<file path="src/mode_status_pkg.sv">
// Constants and types shared by the mode, status and gate error logic.
package mode_status_pkg;

  // Register offsets on the serial register port.
  localparam logic [7:0] PRODUCT_ID_OFFSET  = 8'h13;
  localparam logic [7:0] MODE_STATUS_OFFSET = 8'h14;

  // Identification code; the value is arbitrary.
  localparam logic [7:0] PRODUCT_ID_VALUE   = 8'h5a;

  // Value returned for any address that this block does not own.
  localparam logic [7:0] UNMAPPED_READ_VALUE = 8'h00;

  // Field layout of the status register.
  localparam int GATE_FLAG_BIT = 7;
  localparam int GATE_CNT_MSB  = 6;
  localparam int GATE_CNT_LSB  = 2;
  localparam int MODE_MSB      = 1;
  localparam int MODE_LSB      = 0;

  // Field widths and buffer depth.
  localparam int GATE_CNT_W = 5;
  localparam int BUF_FILL_W = 6;
  localparam int BUF_DEPTH  = 32;

  // Buffer mode code that disables the output buffer.
  localparam logic [1:0] BUF_MODE_OFF = 2'h0;

  // Cycles after reset release before the boot strap is sampled.
  localparam logic [1:0] BOOT_SETTLE_CYCLES = 2'h3;

  // Values after reset.
  localparam logic [7:0] RDATA_RESET    = 8'h00;
  localparam logic [1:0] BOOT_CNT_RESET = 2'h0;

  typedef enum logic [1:0] {
    MODE_STANDBY  = 2'b00,
    MODE_WAKE     = 2'b01,
    MODE_SLEEP    = 2'b10,
    MODE_EXTERNAL_TRIGGER_MODE = 2'b11
  } op_mode_e;

  // True for the modes in which the sensor is measuring.
  function automatic logic is_active_mode(input op_mode_e mode);
    is_active_mode = (mode != MODE_STANDBY);
  endfunction

endpackage

</file>
<file path="src/buffer_track_if.sv">
// Signals between the mode control and the buffer gate error tracker.
`timescale 1ns/1ps
interface buffer_track_if;
  import mode_status_pkg::*;

  logic                  sample;
  logic                  pop;
  logic                  flush;
  logic                  buf_off;
  logic                  standby_to_active;
  logic                  soft_clear;
  logic                  odr_tick;
  logic                  gate_en;
  logic                  gate_flag;
  logic [GATE_CNT_W-1:0] gate_cnt;
  logic [BUF_FILL_W-1:0] fill;

  modport ctrl (
    output sample, pop, flush, buf_off, standby_to_active, soft_clear,
    output odr_tick, gate_en,
    input  gate_flag, gate_cnt, fill
  );

  modport track (
    input  sample, pop, flush, buf_off, standby_to_active, soft_clear,
    input  odr_tick, gate_en,
    output gate_flag, gate_cnt, fill
  );
endinterface

</file>
<file path="src/buffer_gate_tracker.sv">
// Buffer fill count, gate overrun flag and overrun period counter.
`timescale 1ns/1ps
module buffer_gate_tracker
  import mode_status_pkg::*;
#(
  parameter int DEPTH  = BUF_DEPTH,
  parameter int FILL_W = BUF_FILL_W,
  parameter int CNT_W  = GATE_CNT_W
) (
  input  wire logic       i_clk,
  input  wire logic       i_reset_n,
  input  wire logic       i_clk_en,
  buffer_track_if.track   trk
);

  logic [FILL_W-1:0] fill_ff;
  logic [FILL_W-1:0] nxt_fill;
  logic              flag_ff;
  logic              nxt_flag;
  logic [CNT_W-1:0]  cnt_ff;
  logic [CNT_W-1:0]  nxt_cnt;
  logic              clear;
  logic              has_data;
  logic              store;
  logic              take;
  logic              set_err;
  logic              emptied;

  always_comb begin
    has_data = (fill_ff != '0);
    clear    = trk.flush | trk.buf_off | trk.standby_to_active |
               trk.soft_clear;
    // A gated buffer refuses a new sample until it has been emptied.
    set_err  = trk.gate_en & trk.sample & has_data &
               ~trk.buf_off;
    store    = trk.sample & ~trk.buf_off & ~set_err &
               (fill_ff < FILL_W'(DEPTH));
    take     = trk.pop & has_data;
    emptied  = take & ~store & (fill_ff == FILL_W'(1));
    if (clear) begin
      nxt_fill = '0;
    end else begin
      nxt_fill = fill_ff + FILL_W'(store) - FILL_W'(take);
    end
    // A new error wins over any clear in the same cycle.
    if (set_err) begin
      nxt_flag = 1'b1;
    end else if (clear | emptied) begin
      nxt_flag = 1'b0;
    end else begin
      nxt_flag = flag_ff;
    end
    if (set_err & ~flag_ff) begin
      nxt_cnt = '0;
    end else if (clear | emptied) begin
      nxt_cnt = '0;
    end else if (flag_ff & trk.odr_tick & (cnt_ff != '1)) begin
      nxt_cnt = cnt_ff + CNT_W'(1);
    end else begin
      nxt_cnt = cnt_ff;
    end
  end

  always_ff @(posedge i_clk or negedge i_reset_n) begin
    if (!i_reset_n) begin
      fill_ff <= '0;
      flag_ff <= 1'b0;
      cnt_ff  <= '0;
    end else if (i_clk_en) begin
      fill_ff <= nxt_fill;
      flag_ff <= nxt_flag;
      cnt_ff  <= nxt_cnt;
    end
  end

  assign trk.fill      = fill_ff;
  assign trk.gate_flag = flag_ff;
  assign trk.gate_cnt  = cnt_ff;

endmodule

</file>
<file path="src/mode_status_and_gate_error.sv">
// Identification and operating-mode status registers with gate error logic.
`timescale 1ns/1ps
module mode_status_and_gate_error
  import mode_status_pkg::*;
(
  input  wire logic                  I_CLK,
  input  wire logic                  I_RESET_N,
  input  wire logic                  I_CLK_EN,
  input  wire logic                  I_SOFT_RESET,
  input  wire logic                  I_BOOT_MODE_PIN,
  input  wire logic                  I_MOTION_DETECT_BOOT,
  input  wire logic                  I_ACTIVE,
  input  wire logic                  I_SLEEP_REQ,
  input  wire logic                  I_WAKE_REQ,
  input  wire logic                  I_EXTERNAL_TRIGGER_MODE,
  input  wire logic                  I_TRIGGER_PIN,
  input  wire logic                  I_MEAS_DONE,
  input  wire logic                  I_WAKE_OUT_EN,
  input  wire logic                  I_WAKE_OUTPUT_PIN_SELECT,
  input  wire logic                  I_IRQ_PIN_POLARITY,
  input  wire logic                  I_BUF_GATE_EN,
  input  wire logic [1:0]            I_BUF_MODE,
  input  wire logic                  I_BUF_FLUSH,
  input  wire logic                  I_SAMPLE_READY,
  input  wire logic                  I_BUF_POP,
  input  wire logic                  I_ODR_TICK,
  input  wire logic                  I_REG_RD,
  input  wire logic [7:0]            I_REG_ADDR,
  output logic      [7:0]            O_REG_RDATA,
  output logic                       O_REG_RVALID,
  output logic      [1:0]            O_OPERATING_MODE_FIELD,
  output logic                       O_DEBOUNCE_CLR,
  output logic                       O_BUF_DISCARD,
  output logic      [BUF_FILL_W-1:0] O_BUF_FILL,
  output logic                       O_IRQ_PIN_ONE_OUT,
  output logic                       O_IRQ_PIN_ONE_OE_N,
  output logic                       O_IRQ_PIN_TWO_OUT,
  output logic                       O_IRQ_PIN_TWO_OE_N
);

  buffer_track_if trk_if ();

  // Pin synchronisers: boot strap and trigger input.
  logic       boot_meta_ff;
  logic       boot_sync_ff;
  logic       trig_meta_ff;
  logic       trig_sync_ff;
  logic       trig_prev_ff;
  logic       nxt_boot_meta;
  logic       nxt_boot_sync;
  logic       nxt_trig_meta;
  logic       nxt_trig_sync;
  logic       nxt_trig_prev;
  logic       trig_rise;

  always_comb begin
    nxt_boot_meta = I_BOOT_MODE_PIN;
    nxt_boot_sync = boot_meta_ff;
    nxt_trig_meta = I_TRIGGER_PIN;
    nxt_trig_sync = trig_meta_ff;
    nxt_trig_prev = trig_sync_ff;
    trig_rise     = trig_sync_ff & ~trig_prev_ff;
  end

  always_ff @(posedge I_CLK or negedge I_RESET_N) begin
    if (!I_RESET_N) begin
      boot_meta_ff <= 1'b0;
      boot_sync_ff <= 1'b0;
      trig_meta_ff <= 1'b0;
      trig_sync_ff <= 1'b0;
      trig_prev_ff <= 1'b0;
    end else if (I_CLK_EN) begin
      boot_meta_ff <= nxt_boot_meta;
      boot_sync_ff <= nxt_boot_sync;
      trig_meta_ff <= nxt_trig_meta;
      trig_sync_ff <= nxt_trig_sync;
      trig_prev_ff <= nxt_trig_prev;
    end
  end

  // Boot sequencing: the strap is caught once it has passed the
  // synchroniser, after reset release and after each soft reset.
  logic [1:0] boot_cnt_ff;
  logic [1:0] nxt_boot_cnt;
  logic       boot_done_ff;
  logic       nxt_boot_done;
  logic       strap_high_ff;
  logic       nxt_strap_high;
  logic       boot_now;

  always_comb begin
    boot_now       = 1'b0;
    nxt_boot_cnt   = boot_cnt_ff;
    nxt_boot_done  = boot_done_ff;
    nxt_strap_high = strap_high_ff;
    if (I_SOFT_RESET) begin
      nxt_boot_cnt  = BOOT_CNT_RESET;
      nxt_boot_done = 1'b0;
    end else if (!boot_done_ff) begin
      if (boot_cnt_ff == BOOT_SETTLE_CYCLES) begin
        boot_now       = 1'b1;
        nxt_boot_done  = 1'b1;
        nxt_strap_high = boot_sync_ff;
      end else begin
        nxt_boot_cnt = boot_cnt_ff + 2'h1;
      end
    end
  end

  always_ff @(posedge I_CLK or negedge I_RESET_N) begin
    if (!I_RESET_N) begin
      boot_cnt_ff   <= BOOT_CNT_RESET;
      boot_done_ff  <= 1'b0;
      strap_high_ff <= 1'b0;
    end else if (I_CLK_EN) begin
      boot_cnt_ff   <= nxt_boot_cnt;
      boot_done_ff  <= nxt_boot_done;
      strap_high_ff <= nxt_strap_high;
    end
  end

  // Operating mode state machine.
  op_mode_e mode_ff;
  op_mode_e nxt_mode;
  logic     trig_allowed;

  always_comb begin
    trig_allowed = I_EXTERNAL_TRIGGER_MODE & ~strap_high_ff;
    nxt_mode     = mode_ff;
    if (I_SOFT_RESET) begin
      nxt_mode = MODE_STANDBY;
    end else if (boot_now) begin
      // A high strap boots into wake only with motion-detect boot.
      if (boot_sync_ff & I_MOTION_DETECT_BOOT) begin
        nxt_mode = MODE_WAKE;
      end else begin
        nxt_mode = MODE_STANDBY;
      end
    end else if (boot_done_ff) begin
      case (mode_ff)
        MODE_STANDBY: begin
          if (I_ACTIVE) begin
            nxt_mode = trig_allowed ? MODE_EXTERNAL_TRIGGER_MODE : MODE_WAKE;
          end
        end
        MODE_WAKE: begin
          if (!I_ACTIVE) begin
            nxt_mode = MODE_STANDBY;
          end else if (trig_allowed) begin
            // One triggered measurement, then back to waiting.
            if (I_MEAS_DONE) begin
              nxt_mode = MODE_EXTERNAL_TRIGGER_MODE;
            end
          end else if (I_SLEEP_REQ) begin
            nxt_mode = MODE_SLEEP;
          end
        end
        MODE_SLEEP: begin
          if (!I_ACTIVE) begin
            nxt_mode = MODE_STANDBY;
          end else if (I_WAKE_REQ) begin
            nxt_mode = MODE_WAKE;
          end
        end
        MODE_EXTERNAL_TRIGGER_MODE: begin
          if (!I_ACTIVE) begin
            nxt_mode = MODE_STANDBY;
          end else if (!trig_allowed) begin
            nxt_mode = MODE_WAKE;
          end else if (trig_rise) begin
            nxt_mode = MODE_WAKE;
          end
        end
        default: begin
          nxt_mode = MODE_STANDBY;
        end
      endcase
    end
  end

  always_ff @(posedge I_CLK or negedge I_RESET_N) begin
    if (!I_RESET_N) begin
      mode_ff <= MODE_STANDBY;
    end else if (I_CLK_EN) begin
      mode_ff <= nxt_mode;
    end
  end

  // Events derived from mode changes and buffer configuration.
  logic mode_entry;
  logic sta_event;
  logic buf_off;
  logic debounce_clr_ff;
  logic nxt_debounce_clr;
  logic discard_ff;
  logic nxt_discard;

  always_comb begin
    mode_entry = (nxt_mode != mode_ff) & is_active_mode(nxt_mode);
    sta_event  = ~is_active_mode(mode_ff) & is_active_mode(nxt_mode);
    buf_off    = (I_BUF_MODE == BUF_MODE_OFF);
    nxt_debounce_clr = mode_entry;
    nxt_discard      = sta_event | buf_off | I_BUF_FLUSH |
                       I_SOFT_RESET;
  end

  always_ff @(posedge I_CLK or negedge I_RESET_N) begin
    if (!I_RESET_N) begin
      debounce_clr_ff <= 1'b0;
      discard_ff      <= 1'b0;
    end else if (I_CLK_EN) begin
      debounce_clr_ff <= nxt_debounce_clr;
      discard_ff      <= nxt_discard;
    end
  end

  // Buffer gate tracking.
  always_comb begin
    trk_if.sample            = I_SAMPLE_READY & is_active_mode(mode_ff);
    trk_if.pop               = I_BUF_POP;
    trk_if.flush             = I_BUF_FLUSH;
    trk_if.buf_off           = buf_off;
    trk_if.standby_to_active = sta_event;
    trk_if.soft_clear        = I_SOFT_RESET;
    trk_if.odr_tick          = I_ODR_TICK;
    trk_if.gate_en           = I_BUF_GATE_EN;
  end

  buffer_gate_tracker #(
    .DEPTH  (BUF_DEPTH),
    .FILL_W (BUF_FILL_W),
    .CNT_W  (GATE_CNT_W)
  ) u_tracker (
    .i_clk     (I_CLK),
    .i_reset_n (I_RESET_N),
    .i_clk_en  (I_CLK_EN),
    .trk       (trk_if.track)
  );

  // Static wake level on the selected interrupt pin.
  logic one_out_ff;
  logic one_oe_n_ff;
  logic two_out_ff;
  logic two_oe_n_ff;
  logic nxt_one_out;
  logic nxt_one_oe_n;
  logic nxt_two_out;
  logic nxt_two_oe_n;
  logic wake_drive;

  always_comb begin
    wake_drive   = I_WAKE_OUT_EN & (mode_ff == MODE_WAKE);
    nxt_one_out  = I_IRQ_PIN_POLARITY;
    nxt_two_out  = I_IRQ_PIN_POLARITY;
    nxt_one_oe_n = ~(wake_drive & ~I_WAKE_OUTPUT_PIN_SELECT);
    nxt_two_oe_n = ~(wake_drive & I_WAKE_OUTPUT_PIN_SELECT);
  end

  always_ff @(posedge I_CLK or negedge I_RESET_N) begin
    if (!I_RESET_N) begin
      one_out_ff  <= 1'b0;
      one_oe_n_ff <= 1'b1;
      two_out_ff  <= 1'b0;
      two_oe_n_ff <= 1'b1;
    end else if (I_CLK_EN) begin
      one_out_ff  <= nxt_one_out;
      one_oe_n_ff <= nxt_one_oe_n;
      two_out_ff  <= nxt_two_out;
      two_oe_n_ff <= nxt_two_oe_n;
    end
  end

  // Register read port; reads only sample state.
  logic [7:0] rdata_ff;
  logic [7:0] nxt_rdata;
  logic       rvalid_ff;
  logic       nxt_rvalid;
  logic [7:0] status_word;

  always_comb begin
    status_word = '0;
    status_word[GATE_FLAG_BIT]              = trk_if.gate_flag;
    status_word[GATE_CNT_MSB:GATE_CNT_LSB]  = trk_if.gate_cnt;
    status_word[MODE_MSB:MODE_LSB]          = mode_ff;
    nxt_rvalid = I_REG_RD;
    nxt_rdata  = rdata_ff;
    if (I_REG_RD) begin
      case (I_REG_ADDR)
        PRODUCT_ID_OFFSET: begin
          nxt_rdata = PRODUCT_ID_VALUE;
        end
        MODE_STATUS_OFFSET: begin
          nxt_rdata = status_word;
        end
        default: begin
          nxt_rdata = UNMAPPED_READ_VALUE;
        end
      endcase
    end
  end

  always_ff @(posedge I_CLK or negedge I_RESET_N) begin
    if (!I_RESET_N) begin
      rdata_ff  <= RDATA_RESET;
      rvalid_ff <= 1'b0;
    end else if (I_CLK_EN) begin
      rdata_ff  <= nxt_rdata;
      rvalid_ff <= nxt_rvalid;
    end
  end

  assign O_REG_RDATA            = rdata_ff;
  assign O_REG_RVALID           = rvalid_ff;
  assign O_OPERATING_MODE_FIELD = mode_ff;
  assign O_DEBOUNCE_CLR         = debounce_clr_ff;
  assign O_BUF_DISCARD          = discard_ff;
  assign O_BUF_FILL             = trk_if.fill;
  assign O_IRQ_PIN_ONE_OUT      = one_out_ff;
  assign O_IRQ_PIN_ONE_OE_N     = one_oe_n_ff;
  assign O_IRQ_PIN_TWO_OUT      = two_out_ff;
  assign O_IRQ_PIN_TWO_OE_N     = two_oe_n_ff;

endmodule

</file>
<file path="config.mk">
export PLATFORM = sky130hd
export DESIGN_NAME = mode_status_and_gate_error
export DESIGN_NICKNAME = d
export VERILOG_FILES = /design/src/mode_status_pkg.sv /design/src/buffer_track_if.sv /design/src/buffer_gate_tracker.sv /design/src/mode_status_and_gate_error.sv
export SDC_FILE = /design/constraint.sdc
export NUM_CORES = 1
export LEC_CHECK = 0
export BUFFER_PORTS_ARGS = -buffer_cell sky130_fd_sc_hd__buf_2
export CAP_MARGIN = 30
export CORE_UTILIZATION = 57
export DETAILED_ROUTE_END_ITERATION = 8
export PLACE_DENSITY = 0.88
export SYNTH_ARGS = -nofsm -noshare
export SYNTH_HDL_FRONTEND = slang
export SYNTH_SLANG_ARGS = --single-unit
</file>
<file path="constraint.sdc">
create_clock -name I_CLK -period 8.2 [get_ports I_CLK]
set_clock_uncertainty 0.2 [all_clocks]
set_input_delay 0.82 -clock I_CLK [delete_from_list [all_inputs] [get_ports I_CLK]]
set_output_delay 0.82 -clock I_CLK [all_outputs]
set_load 0.005 [all_outputs]
</file>
Yosys cells after proc, flatten, opt, wreduce, memory -nomap -nowiden
Cells that the tools add are included.
{"block": "word_totals", "output_inout_bits": 23, "romBits": 0, "input_bits": 31, "mem_bits_rw": 0, "wordCells": 118, "regBits": 37, "latch_bits": 0, "memories": 0}
{"block": "classes", "n_shift": 0, "n_addsub": 4, "eq_ne": 11, "muxes": 31, "bitwise": 40, "mul": 0, "div_mod_pow": 0, "n_lt_le_gt_ge": 1, "reduce_logical": 12}
{"op": "$mux 2", "count": 17}
{"op": "$and 1x1->1", "count": 21}
{"op": "$eq 8x5->1 const B", "count": 2}
{"op": "$pmux 8 s2", "count": 1}
{"op": "$mux 5", "count": 3}
{"op": "$not 1->1", "count": 12}
{"op": "$mux 1", "count": 8}
{"op": "$pmux 2 s4", "count": 1}
{"op": "$or 1x1->1", "count": 7}
{"op": "$add 6x1->6", "count": 1}
{"op": "$eq 2x2->1 const B", "count": 3}
{"op": "$eq 6x1->1 const B", "count": 1}
{"op": "$lt 6x6->1 const B", "count": 1}
{"op": "$mux 6", "count": 1}
{"op": "$reduce_and 2->1", "count": 3}
{"op": "$reduce_bool 2->1", "count": 3}
{"op": "$reduce_bool 6->1", "count": 1}
{"op": "$sub 6x1->6", "count": 1}
{"op": "$add 5x1->5 const B", "count": 1}
{"op": "$ne 5x5->1 const B", "count": 1}
{"op": "$logic_not 2->1", "count": 2}
{"op": "$ne 2x2->1 const B", "count": 2}
{"op": "$reduce_and 4->1", "count": 1}
{"op": "$reduce_and 3->1", "count": 1}
{"op": "other kinds (4)", "count": 4}

Depth between registers and ports, before layout
{"block": "logic_depth", "depth_word": 16, "depth_mapped": 13, "depth_no_buf": 13}

Hierarchy
A second synthesis with hierarchy kept.
{"block": "unflattened", "cells_unflattened": 220, "hier_area_um2": 2194.6}
{"module": "mode_status_and_gate_error", "instances": 1, "seq_area_each_um2": 628.1, "cells_each": 132, "area_per_inst_um2": 1287.5}
{"module": "buffer_gate_tracker", "instances": 1, "seq_area_each_um2": 300.3, "cells_each": 88, "area_per_inst_um2": 907.1}

Worst setup path before layout
OpenSTA, ideal clock, no wires.
{"block": "synth_path", "path_type": "register -> register", "from": "register u_tracker.fill_ff[2], in the netlist u_tracker.trk.fill[2]", "to": "register u_tracker.fill_ff[4], in the netlist u_tracker.trk.fill[4]", "required_time_ns": 7.918, "setup_ns": 0.082, "path_stages_with_launch": 14, "n_path_buf": 0, "arrival_ns": 2.688, "period_less_slack_ns": 2.970, "slack_ns": 5.230, "path_cell_list": "dfrtp_1 > inv_1 > ha_1 > nor4bb_1 > nor2b_1 > ha_1 > inv_1 > ha_1 > fa_1 > a21o_1 > a21oi_1 > xnor2_1 > nand2_1 > o22ai_1"}
{"block": "synth_between", "elab_chain_len": 9, "elab_cells_between_ends": 11, "classes_between": "2 x add/sub; 1 x order compare; 1 x mux; 6 x bitwise; 1 x reduce/logical"}
{"element": "from (decl)", "line_no": "buffer_gate_tracker.sv:16", "text": "logic [FILL_W-1:0] fill_ff;"}
{"element": "from (signal assigned)", "line_no": "buffer_gate_tracker.sv:70", "text": "fill_ff <= nxt_fill;"}
{"element": "$reduce_bool 6->1", "line_no": "buffer_gate_tracker.sv:30", "text": "has_data = (fill_ff != '0);"}
{"element": "$and 1x1->1 (2 in a row)", "line_no": "buffer_gate_tracker.sv:34", "text": "set_err = trk.gate_en & trk.sample & has_data &"}
{"element": "$not 1->1", "line_no": "buffer_gate_tracker.sv:36", "text": "store = trk.sample & ~trk.buf_off & ~set_err &"}
{"element": "$and 1x1->1 (2 in a row)", "line_no": "buffer_gate_tracker.sv:36"}
{"element": "$add 6x1->6", "line_no": "buffer_gate_tracker.sv:43", "text": "nxt_fill = fill_ff + FILL_W'(store) - FILL_W'(take);"}
{"element": "$sub 6x1->6 (*)", "line_no": "buffer_gate_tracker.sv:43"}
{"element": "$mux 6 (*)", "line_no": "buffer_gate_tracker.sv:40", "text": "if (clear) begin"}
Every way passes the cells marked *; elsewhere a longest branch is shown, timed or not.
A chain may end at the register's enable or synchronous reset.

Worst setup path in the final report
{"block": "layout_path", "from": "register u_tracker.fill_ff[3], in the netlist u_tracker.trk.fill[3]", "to": "register u_tracker.fill_ff[4], in the netlist u_tracker.trk.fill[4]"}
The elaborated chain is that of the path after synthesis.

==> results.sh <==
export IMPL_worst_pin_slew_ps=800
export IMPL_grt_pass1_vias=1708
export IMPL_ctsLongestPathBuffers=2
export IMPL_yosysSeqAreaShare_pct=44.2
export IMPL_fmax_mhz=301
export IMPL_cp_end_kind="flop"
export IMPL_power_leakage_nw=1.16
export IMPL_die_w_microns=62.7
export IMPL_place_gp_congestion=0.866
export IMPL_fin_nets=307
export IMPL_critPathKind="reg -> reg"
export IMPL_cts_max_level=2
export IMPL_critPathLaunchType="flop"
export IMPL_setup_viol=0
export IMPL_yosys_mux_area_fraction_pct=5.31
export IMPL_status="finished clean"
export IMPL_ys_ff_latch=37
export IMPL_synthCells=212
export IMPL_worst_slack_ps=4880
export IMPL_cpMaxStageDelayCell="nor4bb_1"
export IMPL_start_util_pct=61.0
export IMPL_timing_critical_path_mode_cell="ha_1"
export IMPL_synth_nets=255
export IMPL_instances_no_fill=311
export IMPL_synth_xor_area_share_pct=1.67
export IMPL_post_drt_wl_per_cell_microns=13.2
export IMPL_hold_slack_ps=281
export IMPL_grt_pass1_wl_microns=7220
export IMPL_place_inst=303
export IMPL_synth_adder_area_share_pct=7.51
export IMPL_clock_sinks=37
export IMPL_yosys_warnings=0
export IMPL_core_area_sq_um=3440
export IMPL_synth_flop_cell="dfrtp_1"
export IMPL_cts_tree="yes"
export IMPL_cts_hold_buffers=0
export IMPL_r2r_start="u_tracker.trk.fill[3]"
export IMPL_maxCapViolCount=0
export IMPL_synth_top_cell_by_area="dfrtp_1"
export IMPL_viasPerCell=5.61
export IMPL_dieArea_sq_um=3930
export IMPL_slew_violations=0
export IMPL_die_y_microns=62.7
export IMPL_fin_crit_ps=3320
export IMPL_cts_made_buffers=5
export IMPL_slew_limit_headroom_pct=46.7
export IMPL_p_per_area_nw_per_um2=254
export IMPL_drive_above_1_share_pct=29.4
export IMPL_syn_area_per_cell_sq_um=9.90
export IMPL_synth_edff_count=0
export IMPL_synthesis_area_sq_um=2100
export IMPL_place_hpwl_microns=3070
export IMPL_gr_total_overflow=0
export IMPL_cpPeakStageDelay_ps=580
export IMPL_yosys_area_share_simple_pct=17.4
export IMPL_ant_nets=0
export IMPL_synth_compound_area_share_pct=19.7
export IMPL_synth_top_area_share_pct=41.7
export IMPL_cts_setup_buffers=0
export IMPL_drt_iter0_drc=70
export IMPL_cp_max_fo=4
export IMPL_port_buffers=53
export IMPL_post_cts_resized=0
export IMPL_synthDistinctLibCells=52
export IMPL_synthTopCellsByArea="dfrtp_1 42%, ha_1 6.6%, mux2_2 4.8%"
export IMPL_timing_final_crit_share_pct=40.5
export IMPL_grt_max_degree=42
export IMPL_crit_chain="inv_1, ha_1, nor4bb_1, nor2b_1, ha_1, inv_1, ha_1, fa_1, a21o_1, a21oi_1, xnor2_1, nand2_1, o22ai_1"
export IMPL_num_io_pins=54
export IMPL_critical_path_arrival_ps=3320
export IMPL_hold_violations=0
export IMPL_hp_class="reg -> reg"
export IMPL_wl_microns=4120
export IMPL_vias=1746
export IMPL_pre_cts_ws_ps=4910
export IMPL_holdCritStartpoint="O_REG_RDATA[7]"
export IMPL_fill_cells=283
export IMPL_rows=21
export IMPL_fin_setup_tns_ps=0
export IMPL_antenna_cells=0
export IMPL_clk_pin_slew_worst_paths_ps=70
export IMPL_peakVddDrop_v=0.000154
export IMPL_antenna_found_initial=0
export IMPL_async_flop_share_pct=100
export IMPL_post_route_drc_count=0
export IMPL_cts_root_buf="clkbuf_8"
export IMPL_first_pass_iters=4
export IMPL_crit_required_ps=8200
export IMPL_rsz0062_at_grt="no"
export IMPL_cp_startpoint="u_tracker.trk.fill[3]"
export IMPL_grtUsageTotal_pct=23.2
export IMPL_clock_latency_ps=280
export IMPL_synth_top_family_by_area="compound AO/OA/AOI/OAI gates"
export IMPL_syn_to_final_growth_pct=17.3
==> path summary, 6_finish.rpt <==
path	endpoint	slack (ps)	depth (start not counted)
setup / recovery	u_tracker.trk.fill[4]	4880	13
hold / removal	O_REG_RDATA[7]	280	2
setup reg to reg	u_tracker.trk.fill[4]	4880	13
hold reg to reg	O_REG_RDATA[7]	280	2
max in group asynchronous	u_tracker.trk.gate_cnt[0]	6870	1
min in group asynchronous	u_tracker.trk.fill[1]	420	1
==> power breakdown <==
group          switching (mW)  leakage [nW]  internal, mW
clock network          0.0593        0.0450        0.0588
logic                   0.137         0.640         0.136
registers              0.0232         0.477         0.209
total                   0.220          1.16         0.404
==> worst max-delay path, delay by kind of cell, from the launching register on <==
family	cells	cell delay [ps]
XOR/XNOR	1	130
flip-flops	1	400
buffers and inverters	2	150
adder cells (fa/ha/maj)	4	1090
AO/OA/AOI/OAI	3	510
AND/OR/NAND/NOR	3	760
==> layer usage <==
| metal | GRT usage, % | routed length, microns | vias to the layer above |
|---|---|---|---|
| li1 | - | - | 872 |
| met3 | 4.20 | 132 | 4 |
| met2 | 40.1 | 2080 | 36 |
| met4 | 9.30 | 40 | 0 |
| met5 | 0 | 0 | - |
| met1 | 28.4 | 1860 | 834 |
==> metrics by stage <==
| stage | instance area, sq um | total power, mW | util, % |
|---|---|---|---|
| 2_1_floorplan | 2100 | 0.441 | - |
| 3_3_place_gp | 2380 | 0.495 | 69.1 |
| 3_5_place_dp | 2380 | 0.507 | 69.1 |
| 4_1_cts | 2460 | 0.627 | 71.5 |
| 5_1_grt | 2460 | 0.675 | 71.5 |
| 6_report | 2460 | 0.624 | 71.5 |
==> cells in the final DEF (no fill, tap or decap), types with 2 or more instances in the layout <==
master     instances
nor2b_1            9
a21o_1             3
o21ai_0            8
o22ai_1            5
nor3_1             3
inv_1             11
dfrtp_1           35
dfstp_2            2
o41ai_1            2
nand2_1           25
o31ai_1            2
xnor2_1            3
buf_2             53
ha_1              11
or3_1              2
nor2_1            13
mux2_2             9
clkinv_2           2
a21oi_1           16
a22o_1             4
o2bb2ai_1          2
nand2b_1           2
a22oi_1            2
clkbuf_8           5
o21ai_1            2
a31oi_1            2
nor4_1             4
and3_1             3
==> kinds of logic after synthesis <==
logic type | Yosys count
AOI/OAI and AO/OA | 58
xor gates and xnor gates | 4
adders and majority gates | 12
buffers and inverters | 20
DFF | 37
muxes | 10
and+or+nand+nor | 71
==> Yosys cell counts, types with 4 or more instances <==
cell type and instances:
o21ai_0 8, mux2_2 9, clkbuf_1 4, nor2b_1 9, nor2_1 13, a21oi_1 16, a22o_1 4, o22ai_1 5
ha_1 11, nor4_1 4, inv_1 11, dfrtp_1 35, nand2_1 25
==> flip-flops by register name, indices dropped and copies added, names as in the netlist, 2 cells and up <==
| signal | count |
|---|---|
| O_OPERATING_MODE_FIELD | 2 |
| u_tracker.trk.gate_cnt | 5 |
| u_tracker.trk.fill | 6 |
| boot_cnt_ff | 2 |
| O_REG_RDATA | 8 |
==> area by class of cell <==
type	count	area [sq um]	area share, %
multi-input combinational	155	1080	44.0
inverter	12	45.0	1.83
timing repair buffer	53	265	10.8
clock inverter	2	10.0	0.407
sequential	37	928	37.7
tap	46	57.6	2.34
clock buffer	6	72.6	2.95
Power figures use the tool's default switching activity.
